**src/rtl/clk_div_cfg_pkg.sv**
```systemverilog
// Register map, field layout, reset values and ratio decoding of the divider config block
package clk_div_cfg_pkg;

  // ==========================================================
  // Register indices and byte addresses
  localparam logic [9:0] CFG_INDEX = 10'h03a;
  localparam logic [9:0] AUTO_INDEX = 10'h050;
  localparam logic [9:0] STATUS_INDEX = 10'h051;
  localparam logic [11:0] CFG_ADDR = {CFG_INDEX, 2'b00};
  localparam logic [11:0] AUTO_ADDR = {AUTO_INDEX, 2'b00};
  localparam logic [11:0] STATUS_ADDR = {STATUS_INDEX, 2'b00};

  // ==========================================================
  // Field layout and reset values
  localparam logic [7:0] CFG_RESET = 8'h04;
  localparam int M_LSB = 2;
  localparam int M_WIDTH = 6;
  localparam int ADC_LSB = 0;
  localparam int ADC_WIDTH = 2;
  localparam int AUTO_EN_BIT = 0;
  localparam int STATUS_M_LSB = 0;
  localparam int STATUS_ADC_LSB = 8;
  localparam logic AUTO_RESET = 1'b0;

  // ==========================================================
  // Ratios
  localparam logic [6:0] M_ZERO_RATIO = 7'h40;
  localparam logic [2:0] ADC_RATIO_1 = 3'h1;
  localparam logic [2:0] ADC_RATIO_2 = 3'h2;
  localparam logic [2:0] ADC_RATIO_4 = 3'h4;

  // Code zero stands for the full count of the six-bit field
  function automatic logic [6:0] m_ratio_decode(input logic [5:0] code);
    return (code == 6'h00) ? M_ZERO_RATIO : {1'b0, code};
  endfunction : m_ratio_decode

  // Reserved code three falls back to the largest legal ratio
  function automatic logic [2:0] adc_ratio_decode(input logic [1:0] code);
    logic [2:0] r;
    r = ADC_RATIO_4;
    unique case (code)
      2'h0: r = ADC_RATIO_1;
      2'h1: r = ADC_RATIO_2;
      2'h2: r = ADC_RATIO_4;
      2'h3: r = ADC_RATIO_4;
    endcase
    return r;
  endfunction : adc_ratio_decode

endpackage : clk_div_cfg_pkg

```
**src/rtl/m_divider_adc_modclk_config.sv**
```systemverilog
// APB-mapped M-divider and ADC modulator clock divider configuration with divider ticks
//
// Implementation choice: the APB interface to the registers.
module m_divider_adc_modclk_config #(
  parameter int ADDR_W = 12
) (
  // Clock and reset
  input wire logic clk_in,
  input wire logic rst_in,
  // APB slave
  input wire logic psel_in,
  input wire logic penable_in,
  input wire logic pwrite_in,
  input wire logic [ADDR_W-1:0] paddr_in,
  input wire logic [31:0] pwdata_in,
  output logic pready_out,
  output logic pslverr_out,
  output logic [31:0] prdata_out,
  // Values from the automatic clock detector
  input wire logic [5:0] auto_m_code_in,
  input wire logic [1:0] auto_adc_code_in,
  // Applied ratios and divider ticks
  output logic [6:0] m_ratio_out,
  output logic [2:0] adc_ratio_out,
  output logic m_tick_out,
  output logic adc_tick_out
);

  // ==========================================================
  // Parameter check; decode needs room for the highest own address
  if (ADDR_W < 10 || ADDR_W > 32) begin : g_addr_w_check
    $error("ADDR_W must lie between 10 and 32");
  end

  typedef struct packed {
    logic [7:0] cfg;
    logic auto_en;
    logic pready;
    logic pslverr;
    logic [31:0] prdata;
    logic [6:0] m_ratio;
    logic [2:0] adc_ratio;
    logic written;
  } main_state_t;

  localparam main_state_t MAIN_RESET = '{
    cfg: clk_div_cfg_pkg::CFG_RESET,
    auto_en: clk_div_cfg_pkg::AUTO_RESET,
    pready: 1'b0,
    pslverr: 1'b0,
    prdata: 32'h0000_0000,
    m_ratio: clk_div_cfg_pkg::m_ratio_decode(clk_div_cfg_pkg::CFG_RESET[7:2]),
    adc_ratio: clk_div_cfg_pkg::adc_ratio_decode(clk_div_cfg_pkg::CFG_RESET[1:0]),
    written: 1'b0
  };

  main_state_t st;
  main_state_t next_st;
  logic access;
  logic hit_cfg;
  logic hit_auto;
  logic hit_status;
  logic [5:0] m_code;
  logic [1:0] adc_code;

  // ==========================================================
  // Address decode and field slices
  assign access = psel_in & penable_in;
  assign hit_cfg = paddr_in == ADDR_W'(clk_div_cfg_pkg::CFG_ADDR);
  assign hit_auto = paddr_in == ADDR_W'(clk_div_cfg_pkg::AUTO_ADDR);
  assign hit_status = paddr_in == ADDR_W'(clk_div_cfg_pkg::STATUS_ADDR);
  assign m_code = st.cfg[clk_div_cfg_pkg::M_LSB +: clk_div_cfg_pkg::M_WIDTH];
  assign adc_code = st.cfg[clk_div_cfg_pkg::ADC_LSB +: clk_div_cfg_pkg::ADC_WIDTH];

  // ==========================================================
  // Bus slave and ratio selection; one wait state keeps every output registered
  always_comb begin
    next_st = st;
    next_st.pready = 1'b0;
    next_st.pslverr = 1'b0;
    // First access cycle: prepare answer, raise pready next edge
    if (access && !st.pready) begin
      next_st.pready = 1'b1;
      next_st.pslverr = !(hit_cfg || hit_auto || hit_status);
      next_st.prdata = 32'h0000_0000;
      if (hit_cfg) begin
        next_st.prdata[7:0] = st.cfg;
      end
      if (hit_auto) begin
        next_st.prdata[clk_div_cfg_pkg::AUTO_EN_BIT] = st.auto_en;
      end
      if (hit_status) begin
        next_st.prdata[clk_div_cfg_pkg::STATUS_M_LSB +: 7] = st.m_ratio;
        next_st.prdata[clk_div_cfg_pkg::STATUS_ADC_LSB +: 3] = st.adc_ratio;
      end
    end
    // Writes take effect only at the edge that completes the transfer
    if (access && st.pready && pwrite_in) begin
      if (hit_cfg) begin
        next_st.cfg = pwdata_in[7:0];
        next_st.written = 1'b1;
      end
      if (hit_auto) begin
        next_st.auto_en = pwdata_in[clk_div_cfg_pkg::AUTO_EN_BIT];
      end
    end
    if (st.auto_en) begin
      next_st.m_ratio = clk_div_cfg_pkg::m_ratio_decode(auto_m_code_in);
    end else begin
      next_st.m_ratio = clk_div_cfg_pkg::m_ratio_decode(m_code);
    end
    if (st.auto_en) begin
      next_st.adc_ratio = clk_div_cfg_pkg::adc_ratio_decode(auto_adc_code_in);
    end else begin
      next_st.adc_ratio = clk_div_cfg_pkg::adc_ratio_decode(adc_code);
    end
  end

  always_ff @(posedge clk_in or posedge rst_in) begin
    if (rst_in) begin
      st <= MAIN_RESET;
    end else begin
      st <= next_st;
    end
  end

  // Registered outputs
  assign pready_out = st.pready;
  assign pslverr_out = st.pslverr;
  assign prdata_out = st.prdata;
  assign m_ratio_out = st.m_ratio;
  assign adc_ratio_out = st.adc_ratio;

  // ==========================================================
  // Dividers: ADC modulator stage counts ticks of the M stage
  ratio_divider #(
    .WIDTH(7)
  ) m_div (
    .clk_in(clk_in),
    .rst_in(rst_in),
    .en_in(1'b1),
    .ratio_in(st.m_ratio),
    .tick_out(m_tick_out)
  );

  ratio_divider #(
    .WIDTH(3)
  ) adc_div (
    .clk_in(clk_in),
    .rst_in(rst_in),
    .en_in(m_tick_out),
    .ratio_in(st.adc_ratio),
    .tick_out(adc_tick_out)
  );

  // ==========================================================
  // Checks
  // untouched register keeps reset value
  chk_cfg_reset_value: assert property (@(posedge clk_in) disable iff (rst_in)
    !st.written |-> st.cfg == clk_div_cfg_pkg::CFG_RESET)
    else $error("config register lost its reset value");

  chk_m_zero_code: assert property (@(posedge clk_in) disable iff (rst_in)
    (!st.auto_en && m_code == 6'h00) |=> m_ratio_out == clk_div_cfg_pkg::M_ZERO_RATIO)
    else $error("M code zero did not divide by sixty-four");

  chk_m_code_ratio: assert property (@(posedge clk_in) disable iff (rst_in)
    (!st.auto_en && m_code != 6'h00) |=> m_ratio_out == {1'b0, $past(m_code)})
    else $error("M ratio differs from programmed code");

  chk_m_auto_override: assert property (@(posedge clk_in) disable iff (rst_in)
    st.auto_en |=> m_ratio_out ==
      clk_div_cfg_pkg::m_ratio_decode($past(auto_m_code_in)))
    else $error("M ratio did not follow detector in auto mode");

  chk_adc_code_map: assert property (@(posedge clk_in) disable iff (rst_in)
    (!st.auto_en && adc_code != 2'h3) |=> adc_ratio_out == (3'h1 << $past(adc_code)))
    else $error("ADC divider ratio wrong for code");

  chk_adc_auto_override: assert property (@(posedge clk_in) disable iff (rst_in)
    st.auto_en |=> adc_ratio_out ==
      clk_div_cfg_pkg::adc_ratio_decode($past(auto_adc_code_in)))
    else $error("ADC ratio did not follow detector in auto mode");

  chk_apb_one_wait: assert property (@(posedge clk_in) disable iff (rst_in)
    (access && !pready_out) |=> pready_out ##1 !pready_out)
    else $error("pready not a single pulse after one wait state");

  chk_apb_unmapped_err: assert property (@(posedge clk_in) disable iff (rst_in)
    (access && !pready_out && !(hit_cfg || hit_auto || hit_status)) |=> pslverr_out)
    else $error("unmapped access not flagged");

  chk_apb_mapped_ok: assert property (@(posedge clk_in) disable iff (rst_in)
    (access && !pready_out && (hit_cfg || hit_auto || hit_status)) |=> !pslverr_out)
    else $error("mapped access flagged as error");

  chk_cfg_write_lands: assert property (@(posedge clk_in) disable iff (rst_in)
    (access && pready_out && pwrite_in && hit_cfg) |=> st.cfg == $past(pwdata_in[7:0]))
    else $error("config write did not land");

  chk_m_tick_pulse: assert property (@(posedge clk_in) disable iff (rst_in)
    (m_tick_out && m_ratio_out != 7'd1) |=> !m_tick_out)
    else $error("M tick longer than one cycle");

  cov_cfg_write: cover property (@(posedge clk_in) disable iff (rst_in)
    access && pready_out && pwrite_in && hit_cfg);
  cov_auto_mode: cover property (@(posedge clk_in) disable iff (rst_in)
    $rose(st.auto_en));
  cov_adc_tick: cover property (@(posedge clk_in) disable iff (rst_in)
    adc_tick_out && adc_ratio_out == 3'h4);

endmodule : m_divider_adc_modclk_config

```
**src/rtl/ratio_divider.sv**
```systemverilog
// Programmable divider that emits one tick per ratio enabled input cycles
module ratio_divider #(
  parameter int WIDTH = 7
) (
  // Clock and reset
  input wire logic clk_in,
  input wire logic rst_in,
  // Control
  input wire logic en_in,
  input wire logic [WIDTH-1:0] ratio_in,
  // Result
  output logic tick_out
);

  // ==========================================================
  // Parameter check; a one-bit count cannot hold any ratio above one
  if (WIDTH < 2) begin : g_width_check
    $error("ratio_divider WIDTH must be at least 2");
  end

  typedef struct packed {
    logic [WIDTH-1:0] count;
    logic tick;
  } div_state_t;

  localparam div_state_t DIV_RESET = '{count: '0, tick: 1'b0};

  div_state_t st;
  div_state_t next_st;
  logic [WIDTH-1:0] last;

  // Ratio of zero is never fed; treated as one to stay safe
  assign last = (ratio_in == '0) ? '0 : WIDTH'(ratio_in - 1'b1);

  // ==========================================================
  // Count enabled cycles; a ratio change lands at the latest on the next wrap
  always_comb begin
    next_st = st;
    next_st.tick = 1'b0;
    if (en_in) begin
      if (st.count >= last) begin
        next_st.count = '0;
        next_st.tick = 1'b1;
      end else begin
        next_st.count = WIDTH'(st.count + 1'b1);
      end
    end
  end

  always_ff @(posedge clk_in or posedge rst_in) begin
    if (rst_in) begin
      st <= DIV_RESET;
    end else begin
      st <= next_st;
    end
  end

  assign tick_out = st.tick;

endmodule : ratio_divider

```
**config.mk**
```make
export PLATFORM = sky130hd
export DESIGN_NAME = m_divider_adc_modclk_config
export DESIGN_NICKNAME = d
export VERILOG_FILES = /design/src/rtl/clk_div_cfg_pkg.sv /design/src/rtl/m_divider_adc_modclk_config.sv /design/src/rtl/ratio_divider.sv
export SDC_FILE = /design/constraint.sdc
export NUM_CORES = 1
export LEC_CHECK = 0
export BUFFER_PORTS_ARGS = -buffer_cell sky130_fd_sc_hd__clkbuf_2
export CORE_MARGIN = 2
export CORE_UTILIZATION = 44
export DETAILED_ROUTE_END_ITERATION = 16
export PLACE_DENSITY_LB_ADDON = 0.08
export SYNTH_ARGS = -nofsm -noshare
export SYNTH_HDL_FRONTEND = slang
export SYNTH_SLANG_ARGS = --single-unit
export TNS_END_PERCENT = 30
```
**constraint.sdc**
```tcl
create_clock -name clk_in -period 2.1 [get_ports clk_in]
set_input_delay 0.21 -clock clk_in [delete_from_list [all_inputs] [get_ports clk_in]]
set_output_delay 0.21 -clock clk_in [all_outputs]
set_load 0.05 [all_outputs]
```
# ---- After elaboration in Yosys (flattened, before gate mapping)
# Cells that the tools add are included.
dict set report word_totals {
  input_bits 57
  register_bits 44
  out_inout_bits 46
  elab_cells 62
}
dict set report classes {
  n_bitwise 1
  magnitude_cmp 2
  n_reduce_logical 17
  eq_ne 9
  add_sub_neg 4
  muxes 18
}
# cell n
set ops {}
lappend ops {{$mux 7} 6}
lappend ops {{$mux 34} 1}
lappend ops {{$eq 12x9->1 const B} 2}
lappend ops {{$pmux 3 s3} 2}
lappend ops {{$eq 12x8->1 const B} 1}
lappend ops {{$logic_not 6->1} 2}
lappend ops {{$mux 3} 4}
lappend ops {{$eq 2x2->1 const B} 4}
lappend ops {{$mux 8} 1}
lappend ops {{$add 7x1->7 const B} 1}
lappend ops {{$ge 7x7->1} 1}
lappend ops {{$logic_not 7->1} 1}
lappend ops {{$sub 7x1->7 const B} 1}
lappend ops {{$eq 2x1->1 const B} 2}
lappend ops {{$logic_not 2->1} 2}
lappend ops {{$mux 1} 4}
lappend ops {{$reduce_and 2->1} 2}
lappend ops {{$reduce_or 2->1} 2}
lappend ops {{$add 3x1->3 const B} 1}
lappend ops {{$ge 3x3->1} 1}
lappend ops {{$logic_and 1x1->1} 3}
lappend ops {{$logic_not 3->1} 1}
lappend ops {{$sub 3x1->3 const B} 1}
lappend ops {{$logic_not 1->1} 2}
lappend ops {{other kinds (2)} 3}

# ---- Logic depth before layout (Yosys ltp)
# Gate-level depths: netlist of the first run.
dict set report depth {
  ltp_word 5
  mapped_depth 10
  ltp_nobuf 10
}

# ---- By module
# A second synthesis of the first run with hierarchy kept.
dict set report hier_totals {
  cells_unflattened 252
  area_unflattened_um2 2675.1
}
# mod n_inst cells_each area_per_inst_um2
set modules_own_cells {}
lappend modules_own_cells {m_divider_adc_modclk_config 1 148 1705.4}
lappend modules_own_cells {{ratio_divider (m_div)} 1 71 674.4}
lappend modules_own_cells {{ratio_divider (adc_div)} 1 33 295.3}

# ---- Least setup slack after synthesis of the first run
# No wires, ideal clock.
dict set report synth_timing {
  path_kind {flip-flop to flip-flop}
  start {register st (netlist bit m_ratio_out[0])}
  end {register m_div.st[3] (netlist bit)}
  setup_ns 0.067
  t_required_ns 2.033
  path_stages_with_launch 11
  arrival_ns 2.245
  setup_slack_ns -0.212
  path_buffers 0
  path_cell_list {dfstp_2 -> inv_1 -> ha_1 -> nand3_1 -> or2_0 -> nand2_1 -> ha_1 -> a21o_1 -> a21o_1 -> a31oi_1 -> and3_1}
}
# item line
set synth_lines {}
lappend synth_lines {{from (decl)} m_divider_adc_modclk_config.sv:57} ;# main_state_t st;
lappend synth_lines {{from (signal assigned)} m_divider_adc_modclk_config.sv:123} ;# st <= next_st;
lappend synth_lines {{to (signal assigned)} ratio_divider.sv:54} ;# st <= next_st;
lappend synth_lines {{to (decl)} ratio_divider.sv:28} ;# div_state_t st;

==> impl_metrics.tcl, run 1 <==
set metrics [dict create \
    port_buffers 57 \
    cap_viol_max_count 0 \
    antenna_found_initial 0 \
    grt_max_degree 26 \
    antennaDiodeCount 0 \
    synth.avg_cell_area_sq_um 9.966 \
    power_density_nw_per_um2 658.3 \
    routabilityCongestion 0.7748 \
    track_usage 0.1689 \
    hold_violations 0 \
    place_hpwl_um 3821 \
    ys_top_cells_by_count "42 x buf_4, 41 x dfrtp_1, 25 x nand2_1, 24 x nand3_1, 16 x mux2_2" \
    htree_levels 2 \
    rsz0062_at_grt "yes" \
    yosysTopAreaCell "dfrtp_1" \
    start_util 0.4595 \
    ant_nets 0 \
    synthAdderAreaFrac 0.06351 \
    synth_warnings 0 \
    hold_class "input pin to register" \
    async_flop_share 1.000 \
    critPathArrivalTime_ns 2.34 \
    synth_seq_cells 44 \
    routed_wl_um 4964 \
    synth_top_family_by_area "simple AND/OR/NAND/NOR gates" \
    rows 27 \
    cp-start-kind "register" \
    synthMuxAreaShare 0.07035 \
    netlist_instances 257 \
    cts_buffers 5 \
    synth_edf_count 0 \
    fin_nets 384 \
    setup_viol 1 \
    utilization 0.5479 \
    min_path_cells 2 \
    core_sq_um 5574 \
    rr_worst_depth 11 \
    clk_pin_slew_worst_paths_ns 0.08 \
    die_y_um 80.30 \
    grt_pass1_vias 1781 \
    ys_top_cells_by_area "dfrtp_1 40%, buf_4 12%, mux2_2 7.0%" \
    grt_first_pass_wirelength_um 8342 \
    maxSlewHeadroom 0.3926 \
    synth_cell_types 43 \
    via_per_inst 4.773 \
    gr-total-overflow 0 \
    violations "negative setup slack" \
    synth_xor_area_frac 0.03078 \
    insertion_delay_ns 0.30 \
    skew_ns 0.01216 \
    n_fill_cell 531 \
    synth_sequential_area_ratio 0.4314 \
    layout_setup_ws_ns -0.008178 \
    die-width_um 80.30 \
    io_pins 103 \
    netlist_area_sq_um 2561 \
    drv_slew 0 \
    synth.most_common_cell "buf_4" \
    period_minus_slack_ns 2.108 \
    yosys_most_used_dff "dfrtp_1" \
    areaGrowthSynthToFinish_pct 19.25 \
    vias 1847 \
    critPathKind "register to register" \
    dieArea_sq_um 6447 \
    peakVddDrop_mv 0.5091 \
    drtPass1Iterations 4 \
    cts_buffer_depth 2 \
    cts_tree "built" \
    cp.required_ns 2.33 \
    synth_top_area_share 0.4006 \
    synth_compound_area_frac 0.06546 \
    crit_path_max_fanout 8 \
    tightest_slew_ns 0.9055 \
    fmax_mhz 474.3 \
    hold_ws_ns 0.1332 \
    post_drt_wl_per_cell_um 12.83 \
    drtIter0Drc 61 \
    drc 0 \
    p_leak_uw 0.001610 \
    cts.sink_count 44 \
    fin_crit_sh 1.004 \
    cts-root-buf "clkbuf_8" \
    yosys.area_share.simple 0.1915 \
    drive_above_1_share 0.4000 \
    end_kind "register" \
    status "complete, but fails checks" \
]
[kinds of logic (layout without fill, tap and decap cells)]
| logic type | after synthesis | in the layout |
|---|---|---|
| buffers and inverters | 57 | 95 |
| other | 1 | 21 |
| AND/OR/NAND/NOR | 93 | 93 |
| multiplexers | 16 | 16 |
| flip-flops | 44 | 44 |
| adder cells (fa/ha/maj) | 13 | 13 |
| XOR/XNOR | 9 | 9 |
| AO/OA/AOI/OAI | 24 | 24 |
[critical path: stages, from the launching register on]
cell and delay (ns):
dfstp_2 0.54, inv_2 0.05, ha_4 0.17, nand3_4 0.06, or2_4 0.14, buf_6 0.10, nand2_1 0.05, ha_1 0.17
a21o_1 0.15, a21o_1 0.18, a31oi_4 0.22, and3_4 0.21
[report_power, final]
group	switching, uW	leakage [uW]	internal [uW]
Combinational	299	0.000986	203
Clock	271	0.0000422	234
Sequential	82.2	0.000582	922
Total	652	0.00161	1360
[layer usage]
metal / vias up / part of all wire / GRT usage
met5: - / 0 / 0
met4: 0 / 0.012 / 0.05593
met3: 6 / 0.041 / 0.04157
met2: 41 / 0.48 / 0.2733
met1: 869 / 0.46 / 0.2210
li1: 931 / - / -
[layout by cell type, fill, tap and decap left out, drive strengths merged, types with 4 or more instances in the layout]
cell and count:
clkbuf 64, dfrtp 41, nand2 25, nand3 24, conb 21, buf 20
mux2 16, ha 13, nor2 10, and3 8, inv 8, o21ai 6
and2 5, xor2 5, nand2b 4, a21o 4, xnor2 4, nor3 4
[final timing paths]
check / start / end / slack (ns)
max in group asynchronous: rst_in / adc_ratio_out[0] / 0.89
worst min-delay path: auto_adc_code_in[1] / adc_ratio_out[1] / 0.13
worst max register to register: m_ratio_out[0] / m_div.st[3] / -0.008
min in group asynchronous: rst_in / adc_div.tick_out / 0.53
worst min register to register: adc_code[0] / adc_ratio_out[0] / 0.46
worst max-delay path: m_ratio_out[0] / m_div.st[3] / -0.008
[sequential cells by signal (all words and copies together) (netlist names)]
| register | cells |
|---|---|
| prdata_out | 11 |
| m_div.st | 7 |
| m_ratio_out | 7 |
| m_code | 6 |
| adc_div.st | 3 |
| adc_ratio_out | 3 |
| adc_code | 2 |
| adc_div.tick_out | 1 |
| m_div.tick_out | 1 |
| pready_out | 1 |
| pslverr_out | 1 |
| st | 1 |
[through the flow]
stage / cells / total power (uW) / worst slack, ns / instance area (sq um) / setup TNS [ns]
floorplan: 277 / 1407 / 0.007292 / 2654 / 0
detailed placement: 374 / 1490 / -0.1209 / 2823 / -0.7964
global placement: 374 / 1480 / -0.1110 / 2823 / -0.8234
CTS: 387 / 2012 / 0.0005060 / 2999 / 0
finish: 387 / 2011 / -0.008178 / 3054 / -0.008178
global route: 387 / 2145 / -0.1203 / 3054 / -0.8048
[area by class of cell]
class | count | area, sq um | area share
Clock inverter | 1 | 5.005 | 0.001639
Inverter | 9 | 33.78 | 0.01106
Sequential cell | 44 | 1106 | 0.3621
Multi-Input combinational cell | 176 | 1277 | 0.4183
Tap cell | 72 | 90.09 | 0.02950
Timing Repair Buffer | 78 | 465.4 | 0.1524
Clock buffer | 7 | 76.32 | 0.02499
[repair_timing]
action | in CTS | in global routing
endpoints found under the hold margin | 14 | 0
pin swaps | 12 | 10
setup buffers | 4 | 0
setup endpoints to repair | 8 | 8
resized for setup | 13 | 11
gates cloned | 0 | 0
hold buffers | 1 | 0
Power figures use the tool's default switching activity.
==> run 2: changes to the inputs <==
CORE_UTILIZATION = 52   (was 44)
clock period = 2.5 ns   (was 2.1 ns; I/O delays follow)
==> run 2 against run 1 <==
Effect of this change:
- the run now ends clean
- via count down 0.97%
- worst hold slack worse by 0.071 ns
- global-route usage up 1.6 points
- largest cell class unchanged
- highest routed layer unchanged
==> impl_metrics.tcl, run 2 (synthesis gave the netlist of run 1 again) <==
set metrics [dict create \
    cts-root-buf "clkbuf_8" \
    drtIter0Drc 86 \
    rsz0062_at_grt "no" \
    place_hpwl_um 3630 \
    hold_class "input pin to async pin" \
    grt_pass1_vias 1644 \
    r2r-start "m_ratio_out[0]" \
    ctsHoldBuffers 0 \
    cap_viol_max_count 0 \
    fin_crit_sh 0.9232 \
    p_leak_uw 0.001553 \
    layout_setup_ws_ns 0.1920 \
    core_sq_um 4723 \
    drtPass1Iterations 4 \
    crit_path_start "m_ratio_out[0]" \
    antenna_found_initial 0 \
    final_cell_mix "57 x clkbuf_2, 41 x dfrtp_1, 25 x nand2_1" \
    slowest_stage "dfstp_2" \
    dieArea_sq_um 5503 \
    power_uw 1690 \
    areaGrowthSynthToFinish_pct 12.31 \
    post_drt_wl_per_cell_um 12.53 \
    fmax_mhz 433.3 \
    drc 0 \
    htree_levels 2 \
    cts_tree "built" \
    hold_violations 0 \
    fin_setup_tns_ns 0 \
    crit_path_max_fanout 8 \
    power_density_nw_per_um2 587.5 \
    crit_chain "inv_1 -> ha_1 -> nand3_1 -> or2_0 -> buf_4 -> nand2_1 -> ha_1 -> a21o_1 -> a21o_1 -> a31oi_1 -> buf_4 -> and3_1" \
    via_per_inst 4.864 \
    routabilityCongestion 0.7675 \
    pre_cts_slack_ns 0.1988 \
    skew_ns 0.003072 \
    drv_slew 0 \
    cp-start-kind "register" \
    status "complete, no violations" \
    grt_first_pass_wirelength_um 7721 \
    gr-total-overflow 0 \
    tightest_slew_ns 0.5389 \
    rows 25 \
    port_buffers 57 \
    ant_nets 0 \
    die-width_um 74.18 \
    routed_wl_um 4712 \
    peakVddDrop_mv 0.3371 \
    fin_nets 378 \
    cts_buffer_depth 2 \
    end_kind "register" \
    max_stage_delay_ns 0.54 \
    grt_max_degree 45 \
    vias 1829 \
    track_usage 0.1846 \
    cp.required_ns 2.74 \
    drive_above_1_share 0.3333 \
    cts_resized 0 \
    final_common_cell "clkbuf_2" \
    start_util 0.5423 \
    die_y_um 74.18 \
    maxSlewHeadroom 0.6357 \
    antennaDiodeCount 0 \
    cts_buffers 5 \
    setup_viol 0 \
    cts.sink_count 44 \
    largest_reg_flops 11 \
    critPathArrivalTime_ns 2.54 \
    period_minus_slack_ns 2.308 \
    cts_setup_buffers 0 \
    io_pins 103 \
    critPathKind "register to register" \
    insertion_delay_ns 0.29 \
    clk_pin_slew_worst_paths_ns 0.08 \
]
[run 2: final timing paths]
path | endpoint | slack, ns | depth (start not counted)
worst max-delay path | m_div.st[1] | 0.19 | 12
worst min-delay path | m_div.tick_out | 0.06 | 3
worst max register to register | m_div.st[1] | 0.19 | 12
worst min register to register | adc_ratio_out[0] | 0.47 | 1
max in group asynchronous | m_ratio_out[0] | 2.06 | 3
min in group clk_in | adc_ratio_out[1] | 0.16 | 2
[run 2: per-layer routing]
metal | GRT usage | part of all wire
met1 | 0.2554 | 0.46
met2 | 0.2877 | 0.49
met3 | 0.05149 | 0.042
met4 | 0.04848 | 0.0049
met5 | 0 | 0
[run 2: area by class of cell]
| class | instances | area, sq um |
|---|---|---|
| inverters | 9 | 33.78 |
| fillers | 437 | 1847 |
| clock buffers | 6 | 82.58 |
| well taps | 67 | 83.83 |
| flip-flops and latches | 44 | 1105 |
| clock inverters | 2 | 15.01 |
| multi-input cells | 176 | 1159 |
| repair buffers | 72 | 397.9 |
[run 2: worst max-delay path: cells and delay by family, from the launching register on]
| kind | cells | cell delay, ns |
|---|---|---|
| AO/OA/AOI/OAI | 3 | 0.48 |
| adder cells (fa/ha/maj) | 2 | 0.38 |
| flip-flops | 1 | 0.54 |
| AND/OR/NAND/NOR | 4 | 0.49 |
| buffers and inverters | 3 | 0.36 |
[run 2: power breakdown]
group          switching, uW  internal (uW)
Combinational            232            148
Clock                    248            224
Sequential              63.3            774
[run 2: stage by stage]
step / util / area [sq um] / hold WS, ns / cells
after CTS: 0.6090 / 2877 / 0.08214 / 376
final: 0.6090 / 2877 / 0.06204 / 376
after global placement: 0.5883 / 2779 / 0.4061 / 368
after detailed placement: 0.5883 / 2779 / 0.4048 / 368
after floorplan: - / 2636 / 0.3573 / 277
after global routing: 0.6090 / 2877 / 0.1092 / 376
